--- config.mk ---
export PLATFORM = sky130hd
export DESIGN_NAME = bbx_exec
export DESIGN_NICKNAME = d
export VERILOG_FILES = /design/src/bbx_pkg.sv /design/src/bbx_alu.sv /design/src/bbx_exec.sv
export SDC_FILE = /design/constraint.sdc
export NUM_CORES = 2
export LEC_CHECK = 0
export BUFFER_PORTS_ARGS = -buffer_cell sky130_fd_sc_hd__buf_2
export CAP_MARGIN = 10
export CORE_UTILIZATION = 51
export DETAILED_ROUTE_END_ITERATION = 10
export GPL_TIMING_DRIVEN = 0
export PLACE_DENSITY_LB_ADDON = 0.2
export SLEW_MARGIN = 20
export SYNTH_ARGS = -nofsm -noshare
export SYNTH_HDL_FRONTEND = slang
export SYNTH_SLANG_ARGS = --single-unit
--- constraint.sdc ---
create_clock -name clk_i -period 6.39 [get_ports clk_i]
set_clock_uncertainty 0.1 [all_clocks]
set_input_delay 0.9585 -clock clk_i [delete_from_list [all_inputs] [get_ports clk_i]]
set_output_delay 0.9585 -clock clk_i [all_outputs]
set_load 0.02 [all_outputs]
--- src/bbx_pkg.sv ---
// package: constants and types of the branch and bit executor
`default_nettype none
package bbx_pkg;
  // ****************************************
  // bus map (byte offsets)
  // ****************************************
  localparam int         ADR_W     = 12;
  localparam logic [11:0] OFF_INSTR = 12'h000;
  localparam logic [11:0] OFF_FLAGS = 12'h004;
  localparam logic [11:0] OFF_PC    = 12'h008;
  localparam logic [11:0] OFF_CYC   = 12'h00c;
  localparam logic [11:0] OFF_GPR   = 12'h100;
  localparam logic [11:0] OFF_IO    = 12'h200;

  // ****************************************
  // status flag positions and reset values
  // ****************************************
  localparam logic [2:0] FLAG_C = 3'h0;
  localparam logic [2:0] FLAG_Z = 3'h1;
  localparam logic [2:0] FLAG_N = 3'h2;
  localparam logic [2:0] FLAG_V = 3'h3;
  localparam logic [2:0] FLAG_S = 3'h4;
  localparam logic [2:0] FLAG_H = 3'h5;
  localparam logic [2:0] FLAG_T = 3'h6;
  localparam logic [2:0] FLAG_I = 3'h7;
  localparam logic [7:0] FLAGS_RST = 8'h00;
  localparam logic [7:0] REG_RST   = 8'h00;

  // ****************************************
  // instruction word fields and cycle costs
  // ****************************************
  localparam int         OP_LSB  = 0;
  localparam int         OP_W    = 6;
  localparam int         SEL_LSB = 8;
  localparam int         RD_LSB  = 16;
  localparam int         K_LSB   = 24;
  localparam int         K_W     = 7;
  localparam logic [31:0] CYC_SHORT = 32'h0000_0001;
  localparam logic [31:0] CYC_LONG  = 32'h0000_0002;

  typedef enum logic [5:0] {
    OP_BRANCH_ON_NONNEGATIVE, OP_BRANCH_SIGNED_GE, OP_BRANCH_SIGNED_LT,
    OP_BRANCH_HALFCARRY_SET, OP_BRANCH_HALFCARRY_CLEAR,
    OP_BRANCH_TRANSFER_SET, OP_BRANCH_TRANSFER_CLEAR,
    OP_BRANCH_OVERFLOW_SET, OP_BRANCH_OVERFLOW_CLEAR,
    OP_BRANCH_IRQ_ENABLED, OP_BRANCH_IRQ_DISABLED,
    OP_BRANCH_STATUS_BIT_SET, OP_BRANCH_STATUS_BIT_CLEAR,
    OP_IO_BIT_SET, OP_IO_BIT_CLEAR,
    OP_ROTATE_RIGHT_VIA_CARRY, OP_ARITH_SHIFT_RIGHT, OP_NIBBLE_SWAP,
    OP_FLAG_SET_GENERIC, OP_FLAG_CLEAR_GENERIC,
    OP_BIT_TO_TRANSFER_FLAG, OP_TRANSFER_FLAG_TO_BIT,
    OP_CARRY_FLAG_SET, OP_CARRY_FLAG_CLEAR,
    OP_NEGATIVE_FLAG_SET, OP_NEGATIVE_FLAG_CLEAR,
    OP_ZERO_FLAG_SET, OP_ZERO_FLAG_CLEAR,
    OP_GLOBAL_IRQ_ENABLE, OP_GLOBAL_IRQ_DISABLE,
    OP_SIGN_FLAG_SET, OP_SIGN_FLAG_CLEAR, OP_OVERFLOW_FLAG_SET
  } bbx_op_t;

  typedef enum {ST_IDLE, ST_SECOND} bbx_state_t;
endpackage
`default_nettype wire

--- src/bbx_alu.sv ---
// single-cycle data and flag operations of the executor
`default_nettype none
module bbx_alu (
  input  wire bbx_pkg::bbx_op_t op_i,
  input  wire logic [7:0]       opnd_i,
  input  wire logic [2:0]       bit_i,
  input  wire logic [7:0]       flags_i,
  output logic [7:0]            res_o,
  output logic [7:0]            flags_o,
  output logic                  wr_o
);
  // ****************************************
  // result and flag update
  // ****************************************
  // unaffected flags pass through unchanged
  always_comb begin
    res_o   = opnd_i;
    flags_o = flags_i;
    wr_o    = 1'b0;
    case (op_i)
      bbx_pkg::OP_ROTATE_RIGHT_VIA_CARRY, bbx_pkg::OP_ARITH_SHIFT_RIGHT: begin
        // top bit from carry or kept sign
        res_o[7] = (op_i == bbx_pkg::OP_ROTATE_RIGHT_VIA_CARRY) ?
                   flags_i[bbx_pkg::FLAG_C] : opnd_i[7];
        res_o[6:0] = opnd_i[7:1];
        wr_o = 1'b1;
        flags_o[bbx_pkg::FLAG_C] = opnd_i[0];
        flags_o[bbx_pkg::FLAG_N] = res_o[7];
        flags_o[bbx_pkg::FLAG_V] = res_o[7] ^ opnd_i[0];
        flags_o[bbx_pkg::FLAG_Z] = (res_o == 8'h00);
      end
      bbx_pkg::OP_NIBBLE_SWAP: begin
        res_o = {opnd_i[3:0], opnd_i[7:4]};
        wr_o  = 1'b1;
      end
      bbx_pkg::OP_BIT_TO_TRANSFER_FLAG: flags_o[bbx_pkg::FLAG_T] = opnd_i[bit_i];
      bbx_pkg::OP_TRANSFER_FLAG_TO_BIT: begin
        res_o[bit_i] = flags_i[bbx_pkg::FLAG_T];
        wr_o = 1'b1;
      end
      bbx_pkg::OP_FLAG_SET_GENERIC:   flags_o[bit_i] = 1'b1;
      bbx_pkg::OP_FLAG_CLEAR_GENERIC: flags_o[bit_i] = 1'b0;
      bbx_pkg::OP_CARRY_FLAG_SET:      flags_o[bbx_pkg::FLAG_C] = 1'b1;
      bbx_pkg::OP_CARRY_FLAG_CLEAR:    flags_o[bbx_pkg::FLAG_C] = 1'b0;
      bbx_pkg::OP_NEGATIVE_FLAG_SET:   flags_o[bbx_pkg::FLAG_N] = 1'b1;
      bbx_pkg::OP_NEGATIVE_FLAG_CLEAR: flags_o[bbx_pkg::FLAG_N] = 1'b0;
      bbx_pkg::OP_ZERO_FLAG_SET:       flags_o[bbx_pkg::FLAG_Z] = 1'b1;
      bbx_pkg::OP_ZERO_FLAG_CLEAR:     flags_o[bbx_pkg::FLAG_Z] = 1'b0;
      bbx_pkg::OP_GLOBAL_IRQ_ENABLE:   flags_o[bbx_pkg::FLAG_I] = 1'b1;
      bbx_pkg::OP_GLOBAL_IRQ_DISABLE:  flags_o[bbx_pkg::FLAG_I] = 1'b0;
      bbx_pkg::OP_SIGN_FLAG_SET:       flags_o[bbx_pkg::FLAG_S] = 1'b1;
      bbx_pkg::OP_SIGN_FLAG_CLEAR:     flags_o[bbx_pkg::FLAG_S] = 1'b0;
      bbx_pkg::OP_OVERFLOW_FLAG_SET:   flags_o[bbx_pkg::FLAG_V] = 1'b1;
      default: ;
    endcase
  end
endmodule
`default_nettype wire

--- src/bbx_exec.sv ---
// branch and bit instruction executor with a wishbone slave
// Notes on behaviour
// - branch on nonnegative jumps to pc+k+1 when N is 0
// - signed ge branch jumps when N xor V is 0
// - signed lt branch jumps when N xor V is 1
// - half carry set branch jumps when H is 1
// - half carry clear branch jumps when H is 0
// - transfer set branch jumps when T is 1
// - transfer clear branch jumps when T is 0
// - overflow set branch jumps when V is 1
// - overflow clear branch jumps when V is 0
// - irq enabled branch jumps when I is 1
// - irq disabled branch jumps when I is 0
// - io bit set forces one io bit high in two cycles
// - io bit clear forces one io bit low in two cycles
// - rotate right through carry, updates Z C N V
// - arithmetic shift right keeps bit 7, updates Z C N V
// - bit store copies a register bit into T only
// - bit load copies T into a register bit, flags kept
// - dedicated set and clear of C N Z I S, one cycle
// - overflow set writes V to one, nothing else
// - named branches other than signed ge and lt act as the generic flag bit branch
`default_nettype none
module bbx_exec #(
  parameter int PC_W = 12,
  parameter int IO_N = 32
) (
  input  wire logic        clk_i,
  input  wire logic        rst_i,
  input  wire logic        ce_i,
  input  wire logic        wb_cyc_i,
  input  wire logic        wb_stb_i,
  input  wire logic        wb_we_i,
  input  wire logic [11:0] wb_adr_i,
  input  wire logic [3:0]  wb_sel_i,
  input  wire logic [31:0] wb_dat_i,
  output logic [31:0]      wb_dat_o,
  output logic             wb_ack_o,
  output logic [PC_W-1:0]  pc_o,
  output logic [7:0]       flags_o
);
  // ****************************************
  // parameter check
  // ****************************************
  if (PC_W < 8 || PC_W > 32 || IO_N < 1 || IO_N > 32) begin : g_bad_param
    $error("bbx_exec: PC_W or IO_N out of range");
  end

  // ****************************************
  // state
  // ****************************************
  bbx_pkg::bbx_state_t st_q;
  logic                ack_q;
  logic [31:0]         dat_q;
  logic [PC_W-1:0]     pc_q;
  logic [PC_W-1:0]     tgt_q;
  logic [7:0]          flags_q;
  logic [7:0]          gpr_q [32];
  logic [7:0]          io_q [IO_N];
  logic [31:0]         instr_q;
  logic [31:0]         cyc_q;
  logic                br_pend_q;
  logic                io_pend_q;
  logic                io_val_q;
  logic [4:0]          io_idx_q;
  logic [2:0]          io_bit_q;
  logic [7:0]          rmw_q;

  // ****************************************
  // decode
  // ****************************************
  logic             req;
  logic             wr;
  logic             go;
  bbx_pkg::bbx_op_t op;
  logic [2:0]       sel;
  logic [4:0]       rd;
  logic [6:0]       k;
  logic [PC_W-1:0]  tgt;
  logic [1:0]       br;
  logic             is_io;
  logic             io_ok;
  logic             long_op;
  logic [7:0]       opnd_w;
  logic [7:0]       alu_res;
  logic [7:0]       alu_flags;
  logic             alu_wr;
  logic [31:0]      rdata;
  logic [4:0]       widx;

  // branch decode: {is branch, condition met}
  function automatic logic [1:0] br_dec(input bbx_pkg::bbx_op_t o,
                                        input logic [2:0] s,
                                        input logic [7:0] f);
    logic       hit;
    logic       want;
    logic       sgn;
    logic [2:0] idx;
    logic       cond;
    hit  = 1'b1;
    want = 1'b1;
    sgn  = 1'b0;
    idx  = s;
    case (o)
      bbx_pkg::OP_BRANCH_ON_NONNEGATIVE: begin
        idx  = bbx_pkg::FLAG_N;
        want = 1'b0;
      end
      bbx_pkg::OP_BRANCH_SIGNED_GE: begin
        sgn  = 1'b1;
        want = 1'b0;
      end
      bbx_pkg::OP_BRANCH_SIGNED_LT: sgn = 1'b1;
      bbx_pkg::OP_BRANCH_HALFCARRY_SET: idx = bbx_pkg::FLAG_H;
      bbx_pkg::OP_BRANCH_HALFCARRY_CLEAR: begin
        idx  = bbx_pkg::FLAG_H;
        want = 1'b0;
      end
      bbx_pkg::OP_BRANCH_TRANSFER_SET: idx = bbx_pkg::FLAG_T;
      bbx_pkg::OP_BRANCH_TRANSFER_CLEAR: begin
        idx  = bbx_pkg::FLAG_T;
        want = 1'b0;
      end
      bbx_pkg::OP_BRANCH_OVERFLOW_SET: idx = bbx_pkg::FLAG_V;
      bbx_pkg::OP_BRANCH_OVERFLOW_CLEAR: begin
        idx  = bbx_pkg::FLAG_V;
        want = 1'b0;
      end
      bbx_pkg::OP_BRANCH_IRQ_ENABLED: idx = bbx_pkg::FLAG_I;
      bbx_pkg::OP_BRANCH_IRQ_DISABLED: begin
        idx  = bbx_pkg::FLAG_I;
        want = 1'b0;
      end
      bbx_pkg::OP_BRANCH_STATUS_BIT_SET: ;
      bbx_pkg::OP_BRANCH_STATUS_BIT_CLEAR: want = 1'b0;
      default: hit = 1'b0;
    endcase
    // named branches other than signed ge and lt reduce to one status bit test
    cond = sgn ? (f[bbx_pkg::FLAG_N] ^ f[bbx_pkg::FLAG_V]) : f[idx];
    br_dec = {hit, hit & (cond == want)};
  endfunction

  // bus request qualification and instruction fields
  always_comb begin
    req   = wb_cyc_i & wb_stb_i & ~ack_q & (st_q == bbx_pkg::ST_IDLE);
    wr    = req & wb_we_i;
    go    = wr & (wb_adr_i[11:2] == bbx_pkg::OFF_INSTR[11:2]) & (wb_sel_i == 4'hf);
    op    = bbx_pkg::bbx_op_t'(wb_dat_i[bbx_pkg::OP_LSB +: bbx_pkg::OP_W]);
    sel   = wb_dat_i[bbx_pkg::SEL_LSB +: 3];
    rd    = wb_dat_i[bbx_pkg::RD_LSB +: 5];
    k     = wb_dat_i[bbx_pkg::K_LSB +: bbx_pkg::K_W];
    widx  = wb_adr_i[6:2];
    tgt   = pc_q + {{(PC_W-bbx_pkg::K_W){k[6]}}, k} + PC_W'(1);
    br    = br_dec(op, sel, flags_q);
    is_io = (op == bbx_pkg::OP_IO_BIT_SET) | (op == bbx_pkg::OP_IO_BIT_CLEAR);
    io_ok = (32'(rd) < IO_N);
    long_op = br[0] | is_io;
    opnd_w  = gpr_q[rd];
  end

  // shift, swap, bit and flag operations
  bbx_alu u_alu (
    .op_i    (op),
    .opnd_i  (opnd_w),
    .bit_i   (sel),
    .flags_i (flags_q),
    .res_o   (alu_res),
    .flags_o (alu_flags),
    .wr_o    (alu_wr)
  );

  // read mux; unmapped words read zero
  always_comb begin
    rdata = 32'h0000_0000;
    if (wb_adr_i[11:8] == bbx_pkg::OFF_GPR[11:8]) begin
      rdata[7:0] = gpr_q[widx];
    end else if (wb_adr_i[11:8] == bbx_pkg::OFF_IO[11:8]) begin
      if (32'(widx) < IO_N) begin
        rdata[7:0] = io_q[widx];
      end
    end else if (wb_adr_i[11:2] == bbx_pkg::OFF_INSTR[11:2]) begin
      rdata = instr_q;
    end else if (wb_adr_i[11:2] == bbx_pkg::OFF_FLAGS[11:2]) begin
      rdata[7:0] = flags_q;
    end else if (wb_adr_i[11:2] == bbx_pkg::OFF_PC[11:2]) begin
      rdata[PC_W-1:0] = pc_q;
    end else if (wb_adr_i[11:2] == bbx_pkg::OFF_CYC[11:2]) begin
      rdata = cyc_q;
    end
  end

  // ****************************************
  // sequencing and bus answer
  // ****************************************
  // two-cycle work holds the ack back one edge
  always_ff @(posedge clk_i) begin
    if (rst_i) begin
      st_q  <= bbx_pkg::ST_IDLE;
      ack_q <= 1'b0;
    end else if (ce_i) begin
      ack_q <= 1'b0;
      case (st_q)
        bbx_pkg::ST_IDLE: begin
          if (go && long_op) begin
            st_q <= bbx_pkg::ST_SECOND;
          end else if (req) begin
            ack_q <= 1'b1;
          end
        end
        bbx_pkg::ST_SECOND: begin
          st_q  <= bbx_pkg::ST_IDLE;
          ack_q <= 1'b1;
        end
        default: st_q <= bbx_pkg::ST_IDLE;
      endcase
    end
  end

  // read data captured on the request edge
  always_ff @(posedge clk_i) begin
    if (rst_i) begin
      dat_q <= 32'h0000_0000;
    end else if (ce_i && req && !wb_we_i) begin
      dat_q <= rdata;
    end
  end

  // ****************************************
  // program counter
  // ****************************************
  always_ff @(posedge clk_i) begin
    if (rst_i) begin
      pc_q <= '0;
    end else if (ce_i) begin
      if (go && !br[0]) begin
        pc_q <= pc_q + PC_W'(1);
      end else if (st_q == bbx_pkg::ST_SECOND && br_pend_q) begin
        pc_q <= tgt_q;
      end else if (wr && wb_adr_i[11:2] == bbx_pkg::OFF_PC[11:2] && wb_sel_i[1:0] == 2'h3) begin
        pc_q <= wb_dat_i[PC_W-1:0];
      end
    end
  end

  // pending second-cycle work
  always_ff @(posedge clk_i) begin
    if (rst_i) begin
      br_pend_q <= 1'b0;
      io_pend_q <= 1'b0;
      io_val_q  <= 1'b0;
      io_idx_q  <= 5'h00;
      io_bit_q  <= 3'h0;
      tgt_q     <= '0;
      rmw_q     <= bbx_pkg::REG_RST;
    end else if (ce_i && go) begin
      br_pend_q <= br[0];
      io_pend_q <= is_io & io_ok;
      io_val_q  <= (op == bbx_pkg::OP_IO_BIT_SET);
      io_idx_q  <= rd;
      io_bit_q  <= sel;
      tgt_q     <= tgt;
      rmw_q     <= io_ok ? io_q[rd] : bbx_pkg::REG_RST;
    end
  end

  // ****************************************
  // status flags and register files
  // ****************************************
  // io bit ops and branches leave the flags alone
  always_ff @(posedge clk_i) begin
    if (rst_i) begin
      flags_q <= bbx_pkg::FLAGS_RST;
    end else if (ce_i) begin
      if (go) begin
        flags_q <= alu_flags;
      end else if (wr && wb_adr_i[11:2] == bbx_pkg::OFF_FLAGS[11:2] && wb_sel_i[0]) begin
        flags_q <= wb_dat_i[7:0];
      end
    end
  end

  // working registers
  always_ff @(posedge clk_i) begin
    if (rst_i) begin
      for (int i = 0; i < 32; i++) begin
        gpr_q[i] <= bbx_pkg::REG_RST;
      end
    end else if (ce_i) begin
      if (go && alu_wr) begin
        gpr_q[rd] <= alu_res;
      end else if (wr && wb_adr_i[11:8] == bbx_pkg::OFF_GPR[11:8] && wb_sel_i[0]) begin
        gpr_q[widx] <= wb_dat_i[7:0];
      end
    end
  end

  // io registers, read-modify-write in the second cycle
  always_ff @(posedge clk_i) begin
    if (rst_i) begin
      for (int i = 0; i < IO_N; i++) begin
        io_q[i] <= bbx_pkg::REG_RST;
      end
    end else if (ce_i) begin
      if (st_q == bbx_pkg::ST_SECOND && io_pend_q) begin
        io_q[io_idx_q]           <= rmw_q;
        io_q[io_idx_q][io_bit_q] <= io_val_q;
      end else if (wr && wb_adr_i[11:8] == bbx_pkg::OFF_IO[11:8] && wb_sel_i[0] && 32'(widx) < IO_N) begin
        io_q[widx] <= wb_dat_i[7:0];
      end
    end
  end

  // last instruction and executed cycle count
  always_ff @(posedge clk_i) begin
    if (rst_i) begin
      instr_q <= 32'h0000_0000;
      cyc_q   <= 32'h0000_0000;
    end else if (ce_i && go) begin
      instr_q <= wb_dat_i;
      cyc_q   <= cyc_q + (long_op ? bbx_pkg::CYC_LONG : bbx_pkg::CYC_SHORT);
    end
  end

  // outputs
  assign wb_dat_o = dat_q;
  assign wb_ack_o = ack_q;
  assign pc_o     = pc_q;
  assign flags_o  = flags_q;
endmodule
`default_nettype wire

==> impl_results.html <==
<table>
<tr><th>Metric</th><th>Value</th></tr>
<tr><th colspan="2">Outcome</th></tr>
<tr><td>Status</td><td>complete, no violations</td></tr>
<tr><th colspan="2">Cells and area</th></tr>
<tr><td>Commonest non-fill, non-tap cells in the layout</td><td>nor2_1 (678), edfxtp_1 (512), nand2_1 (360), mux4_2 (321), clkbuf_1 (183)</td></tr>
<tr><td>Filler Cell Count</td><td>~5500</td></tr>
<tr><td>Area occupied by registers</td><td>0.0182 mm^2</td></tr>
<tr><td>Area of combinational cells with multiple inputs</td><td>approximately 0.016 mm^2</td></tr>
<tr><td>Post-route core utilization</td><td>57.7%</td></tr>
<tr><td>Total Nets Final</td><td>3189</td></tr>
<tr><td>Leading cell type in the layout, fill and taps excluded</td><td>nor2_1</td></tr>
<tr><td>Count of non-filler cells in the finished layout</td><td>4051</td></tr>
<tr><td>Synth-to-Final Area Change</td><td>11.1%</td></tr>
<tr><td>Ratio of cells with drive above 1 in the final layout</td><td>20.4%</td></tr>
<tr><th colspan="2">Placed design</th></tr>
<tr><td>DP Cell Count</td><td>3918</td></tr>
<tr><td>Gpl congestion</td><td>1.00</td></tr>
<tr><td>Count of buffers from port buffering</td><td>95</td></tr>
<tr><td>Detail Placement HPWL</td><td>90.3 mm</td></tr>
<tr><th colspan="2">GRT</th></tr>
<tr><td>All-Layer GR Usage</td><td>between 30% and 40%</td></tr>
<tr><td>Vias in the first global route</td><td>26400</td></tr>
<tr><td>Maximum number of pins on one net before global-route repair</td><td>14</td></tr>
<tr><td>Global route total overflow</td><td>0</td></tr>
<tr><td>Initial antenna violation count</td><td>5</td></tr>
<tr><td>First-pass GRT wire length</td><td>around 170 mm</td></tr>
<tr><th colspan="2">Yosys</th></tr>
<tr><td>Mux cell area share after synthesis</td><td>approximately 23%</td></tr>
<tr><td>Dominant combinational cell family by area after synthesis</td><td>multiplexers</td></tr>
<tr><td>Total standard cell area after synthesis</td><td>between 0.03 and 0.04 mm^2</td></tr>
<tr><td>Post-synth EDFFs</td><td>approximately 510</td></tr>
<tr><td>Synth Area in Simple Gates</td><td>between 10 and 15%</td></tr>
<tr><td>Sequential cell area fraction in the yosys report</td><td>approximately half</td></tr>
<tr><td>Ys flop type</td><td>edfxtp_1</td></tr>
<tr><td>Unique cell type count in the Yosys netlist</td><td>86</td></tr>
<tr><td>Parity-gate share of the synthesized area counting xor and xnor cells</td><td>less than 1%</td></tr>
<tr><td>Register bit count reported by yosys</td><td>653</td></tr>
<tr><td>Adder and majority gate portion of the synthesized area</td><td>0.611%</td></tr>
<tr><td>Number of cells produced by synthesis</td><td>2950</td></tr>
<tr><td>Net count after synthesis</td><td>slightly above 3000</td></tr>
<tr><td>Number of warnings printed during yosys synthesis</td><td>0</td></tr>
<tr><td>Average size of a mapped cell</td><td>approximately 12 um^2</td></tr>
<tr><td>Fraction of the mapped netlist area in compound gates</td><td>6.07%</td></tr>
<tr><td>Proportion of synthesized flip-flops having asynchronous set or reset</td><td>0%</td></tr>
<tr><th colspan="2">Drt</th></tr>
<tr><td>Detailed-route DRC error count</td><td>0</td></tr>
<tr><td>Remaining number of nets flagged by the antenna check after routing</td><td>0</td></tr>
<tr><td>Sum of routed wire length over all layers</td><td>122 mm</td></tr>
<tr><td>Wire length per cell after detailed routing</td><td>about 30 um</td></tr>
<tr><td>Initial DRC count</td><td>4917</td></tr>
<tr><td>Total via count after detailed routing</td><td>27700</td></tr>
<tr><td>First-pass DRT Iterations</td><td>6</td></tr>
<tr><td>Routed via count divided by cell count</td><td>6.84</td></tr>
<tr><th colspan="2">STA</th></tr>
<tr><td>Worst Tran Pin Value</td><td>1.28 ns</td></tr>
<tr><td>Final slew viol count</td><td>0</td></tr>
<tr><td>Final count of negative-setup-slack endpoints</td><td>0</td></tr>
<tr><td>Maximum clock frequency</td><td>~180 MHz</td></tr>
<tr><td>RSZ-0062 raised after global routing</td><td>false</td></tr>
<tr><td>Slew HR</td><td>14.3%</td></tr>
<tr><td>Final period demand of the worst path</td><td>5.54 ns</td></tr>
<tr><td>Final-layout worst hold slack</td><td>0.352 ns</td></tr>
<tr><td>Final critical-path share of the clock period</td><td>approximately 87%</td></tr>
<tr><td>TNS Setup</td><td>0 ns</td></tr>
<tr><td>Final hold violation count</td><td>0</td></tr>
<tr><th colspan="2">Floorplanning</th></tr>
<tr><td>Die width</td><td>~260 um</td></tr>
<tr><td>Core Box Area</td><td>between 0.06 and 0.07 mm^2</td></tr>
<tr><td>Y dimension of the die</td><td>265 um</td></tr>
<tr><td>Floorplan row count</td><td>95</td></tr>
<tr><td>Die area</td><td>0.0701 mm^2</td></tr>
<tr><td>Starting density of the core</td><td>52.0%</td></tr>
<tr><td># IOs</td><td>107</td></tr>
<tr><th colspan="2">Setup path</th></tr>
<tr><td>Crit path required time</td><td>6.79 ns</td></tr>
<tr><td>Minimum setup slack among reg-to-reg paths</td><td>1.71 ns</td></tr>
<tr><td>Worst reg-to-reg path cell count</td><td>14</td></tr>
<tr><td>Reg-to-Reg End</td><td>cyc_q[31]$_SDFFE_PP0P_</td></tr>
<tr><td>Startpoint of the worst-slack reg-to-reg timing path</td><td>flags_o[6]$_SDFFE_PP0P_</td></tr>
<tr><td>Category of the worst setup path launch point</td><td>input pin</td></tr>
<tr><td>Kind of end point of the critical path</td><td>flip-flop</td></tr>
<tr><td>Arrival time of the worst setup path</td><td>5.94 ns</td></tr>
<tr><td>Crit path max fanout</td><td>10</td></tr>
<tr><td>Classification of the worst setup path</td><td>input pin to flip-flop</td></tr>
<tr><th colspan="2">Power and ir drop</th></tr>
<tr><td>PD cells</td><td>about 260 mW/mm^2</td></tr>
<tr><td>Internal power</td><td>approximately 7.5 mW</td></tr>
<tr><td>Net switching component of the power</td><td>about 2.6 mW</td></tr>
<tr><td>Sequential power share</td><td>47.4%</td></tr>
<tr><td>Relative contribution of combinational cells to total power</td><td>a little under an eighth</td></tr>
<tr><td>Reported leakage power</td><td>13.4 nW</td></tr>
<tr><td>Peak supply drop</td><td>0.000172 V</td></tr>
<tr><td>Switching Share</td><td>25.7%</td></tr>
<tr><td>Clk network pwr share</td><td>41.0%</td></tr>
<tr><td>Total power consumption of the routed design</td><td>10.0 mW</td></tr>
<tr><th colspan="2">CTS</th></tr>
<tr><td>Number of gates resized after cts</td><td>0</td></tr>
<tr><td>Deepest clock path buffer count</td><td>3</td></tr>
<tr><td>CTS sink cnt</td><td>653</td></tr>
<tr><td>Library cell used as clock root buffer</td><td>clkbuf_16</td></tr>
<tr><td>Insertion delay of the later-clocked pin in the worst-skew pair</td><td>0.65 ns</td></tr>
<tr><td>CTS tree</td><td>built</td></tr>
<tr><td>Number of buffers inserted during clock tree synthesis</td><td>about 70</td></tr>
<tr><td>Cts hold-fix bufs</td><td>0</td></tr>
<tr><td>H-tree level count</td><td>3</td></tr>
<tr><td>Clock slew seen by the registers of the worst setup and hold paths</td><td>0.06 ns</td></tr>
<tr><td>Post-CTS setup buffers</td><td>0</td></tr>
<tr><th colspan="2">Run</th></tr>
<tr><td>MaxCap Viol Count</td><td>0</td></tr>
<tr><th colspan="2">Min path</th></tr>
<tr><td>Cell count of the worst hold path</td><td>2</td></tr>
<tr><td>End point of the most critical hold path</td><td>instr_q[4]$_SDFFE_PP0P_</td></tr>
<tr><td>Critical hold path startpoint</td><td>instr_q[4]$_SDFFE_PP0P_</td></tr>
<tr><td>Hold Crit Class</td><td>flip-flop to flip-flop</td></tr>
</table>
[critical path: stages]
cell	delay (ns)
buf_2	0.14
clkbuf_1	0.60
nor4b_1	0.12
o31a_1	0.33
a211oi_1	0.23
o21ai_0	0.12
o21ai_0	0.38
nor3_2	0.16
nand3_1	0.11
o21ai_0	0.21
or2_2	0.42
ha_1	0.30
a21o_1	0.18
nand4_1	0.15
nor3_1	0.61
nand4_1	0.37
nor4_1	0.32
xnor2_1	0.16
nor2_1	0.06
[per-layer routing]
metal | part of all wire [%] | up-vias | global-route usage [%]
met3 | 14 | 388 | 9.87
met5 | 0.043 | - | 0
met4 | 4.6 | 8 | 14.9
met1 | 36 | 13800 | 46.7
met2 | 45 | 2189 | 53.3
li1 | - | 11400 | -
[power groups by stage]
stage / combinational [mW] / clock, mW / sequential (mW)
after global routing: 1.18 / 4.27 / 4.77
final: 1.16 / 4.12 / 4.76
after detailed placement: 1.11 / 0 / 4.84
after floorplan: 0.718 / 0 / 4.81
after CTS: 1.11 / 4.10 / 4.75
after global placement: 1.09 / 0 / 4.83
[worst max path at each step]
stage	slack [ns]	to	cells past startpoint	from
global route	0.51	cyc_q[31]$_SDFFE_PP0P_	19	wb_dat_i[5]
floorplan	1.42	cyc_q[28]$_SDFFE_PP0P_	18	wb_dat_i[0]
detailed placement	0.34	cyc_q[31]$_SDFFE_PP0P_	19	wb_dat_i[5]
CTS	0.98	cyc_q[31]$_SDFFE_PP0P_	19	wb_dat_i[5]
global placement	0.33	cyc_q[31]$_SDFFE_PP0P_	19	wb_dat_i[5]
finish	0.85	cyc_q[31]$_SDFFE_PP0P_	19	wb_dat_i[5]
[logic make-up (layout without fill, tap and decap cells)]
group,after synthesis,in the layout
fa+ha+maj,16,16
compound gates,333,333
other cells,0,3
flops,653,653
xor+xnor,40,40
simple gates,1218,1218
buf+inv,293,518
mux,397,397
[layout make-up]
type                    count  share of cell area (%)
flip-flops and latches    653                    46.5
inverters                  34                   0.326
well taps                 873                    2.79
clock buffers              88                    4.97
repair buffers             95                    1.22
multi-input cells        2004                    40.4
clock inverters            42                   0.825
plain buffers             259                    2.92
diodes                      3                  0.0192
[state kept, by name, summed over array words and instances (netlist names), named ones only]
signal     count
tgt_q         12
wb_ack_o       1
io_bit_q       2
cyc_q         32
io_val_q       1
instr_q       26
br_pend_q      1
pc_o          12
flags_o        7
io_q         256
io_pend_q      1
st_q           1
io_idx_q       4
gpr_q        256
rmw_q          8
wb_dat_o      32
[through the flow]
stage	instance area (um^2)	setup slack [ns]
after global placement	36800	0.334
after floorplan	35200	1.42
after global routing	39100	0.512
final	39100	0.855
after CTS	39100	0.975
after detailed placement	36800	0.345
[Yosys cell counts, drive strengths merged (25+ instances only)]
library cell | count | area share (%)
mux2 | 30 | 0.97
a22oi | 36 | 0.77
clkbuf | 183 | 2.0
buf | 75 | 1.1
xor2 | 26 | 0.65
mux2i | 46 | 1.3
inv | 34 | 0.36
a211oi | 26 | 0.55
nand2 | 360 | 3.8
edfxtp | 512 | 44
mux4 | 321 | 21
nand3 | 41 | 0.58
o21ai | 55 | 0.78
nor2 | 678 | 7.2
nor3 | 25 | 0.37
dfxtp | 141 | 8.0
a21oi | 128 | 1.9
Note: power is estimated with default switching activity, not from simulation.
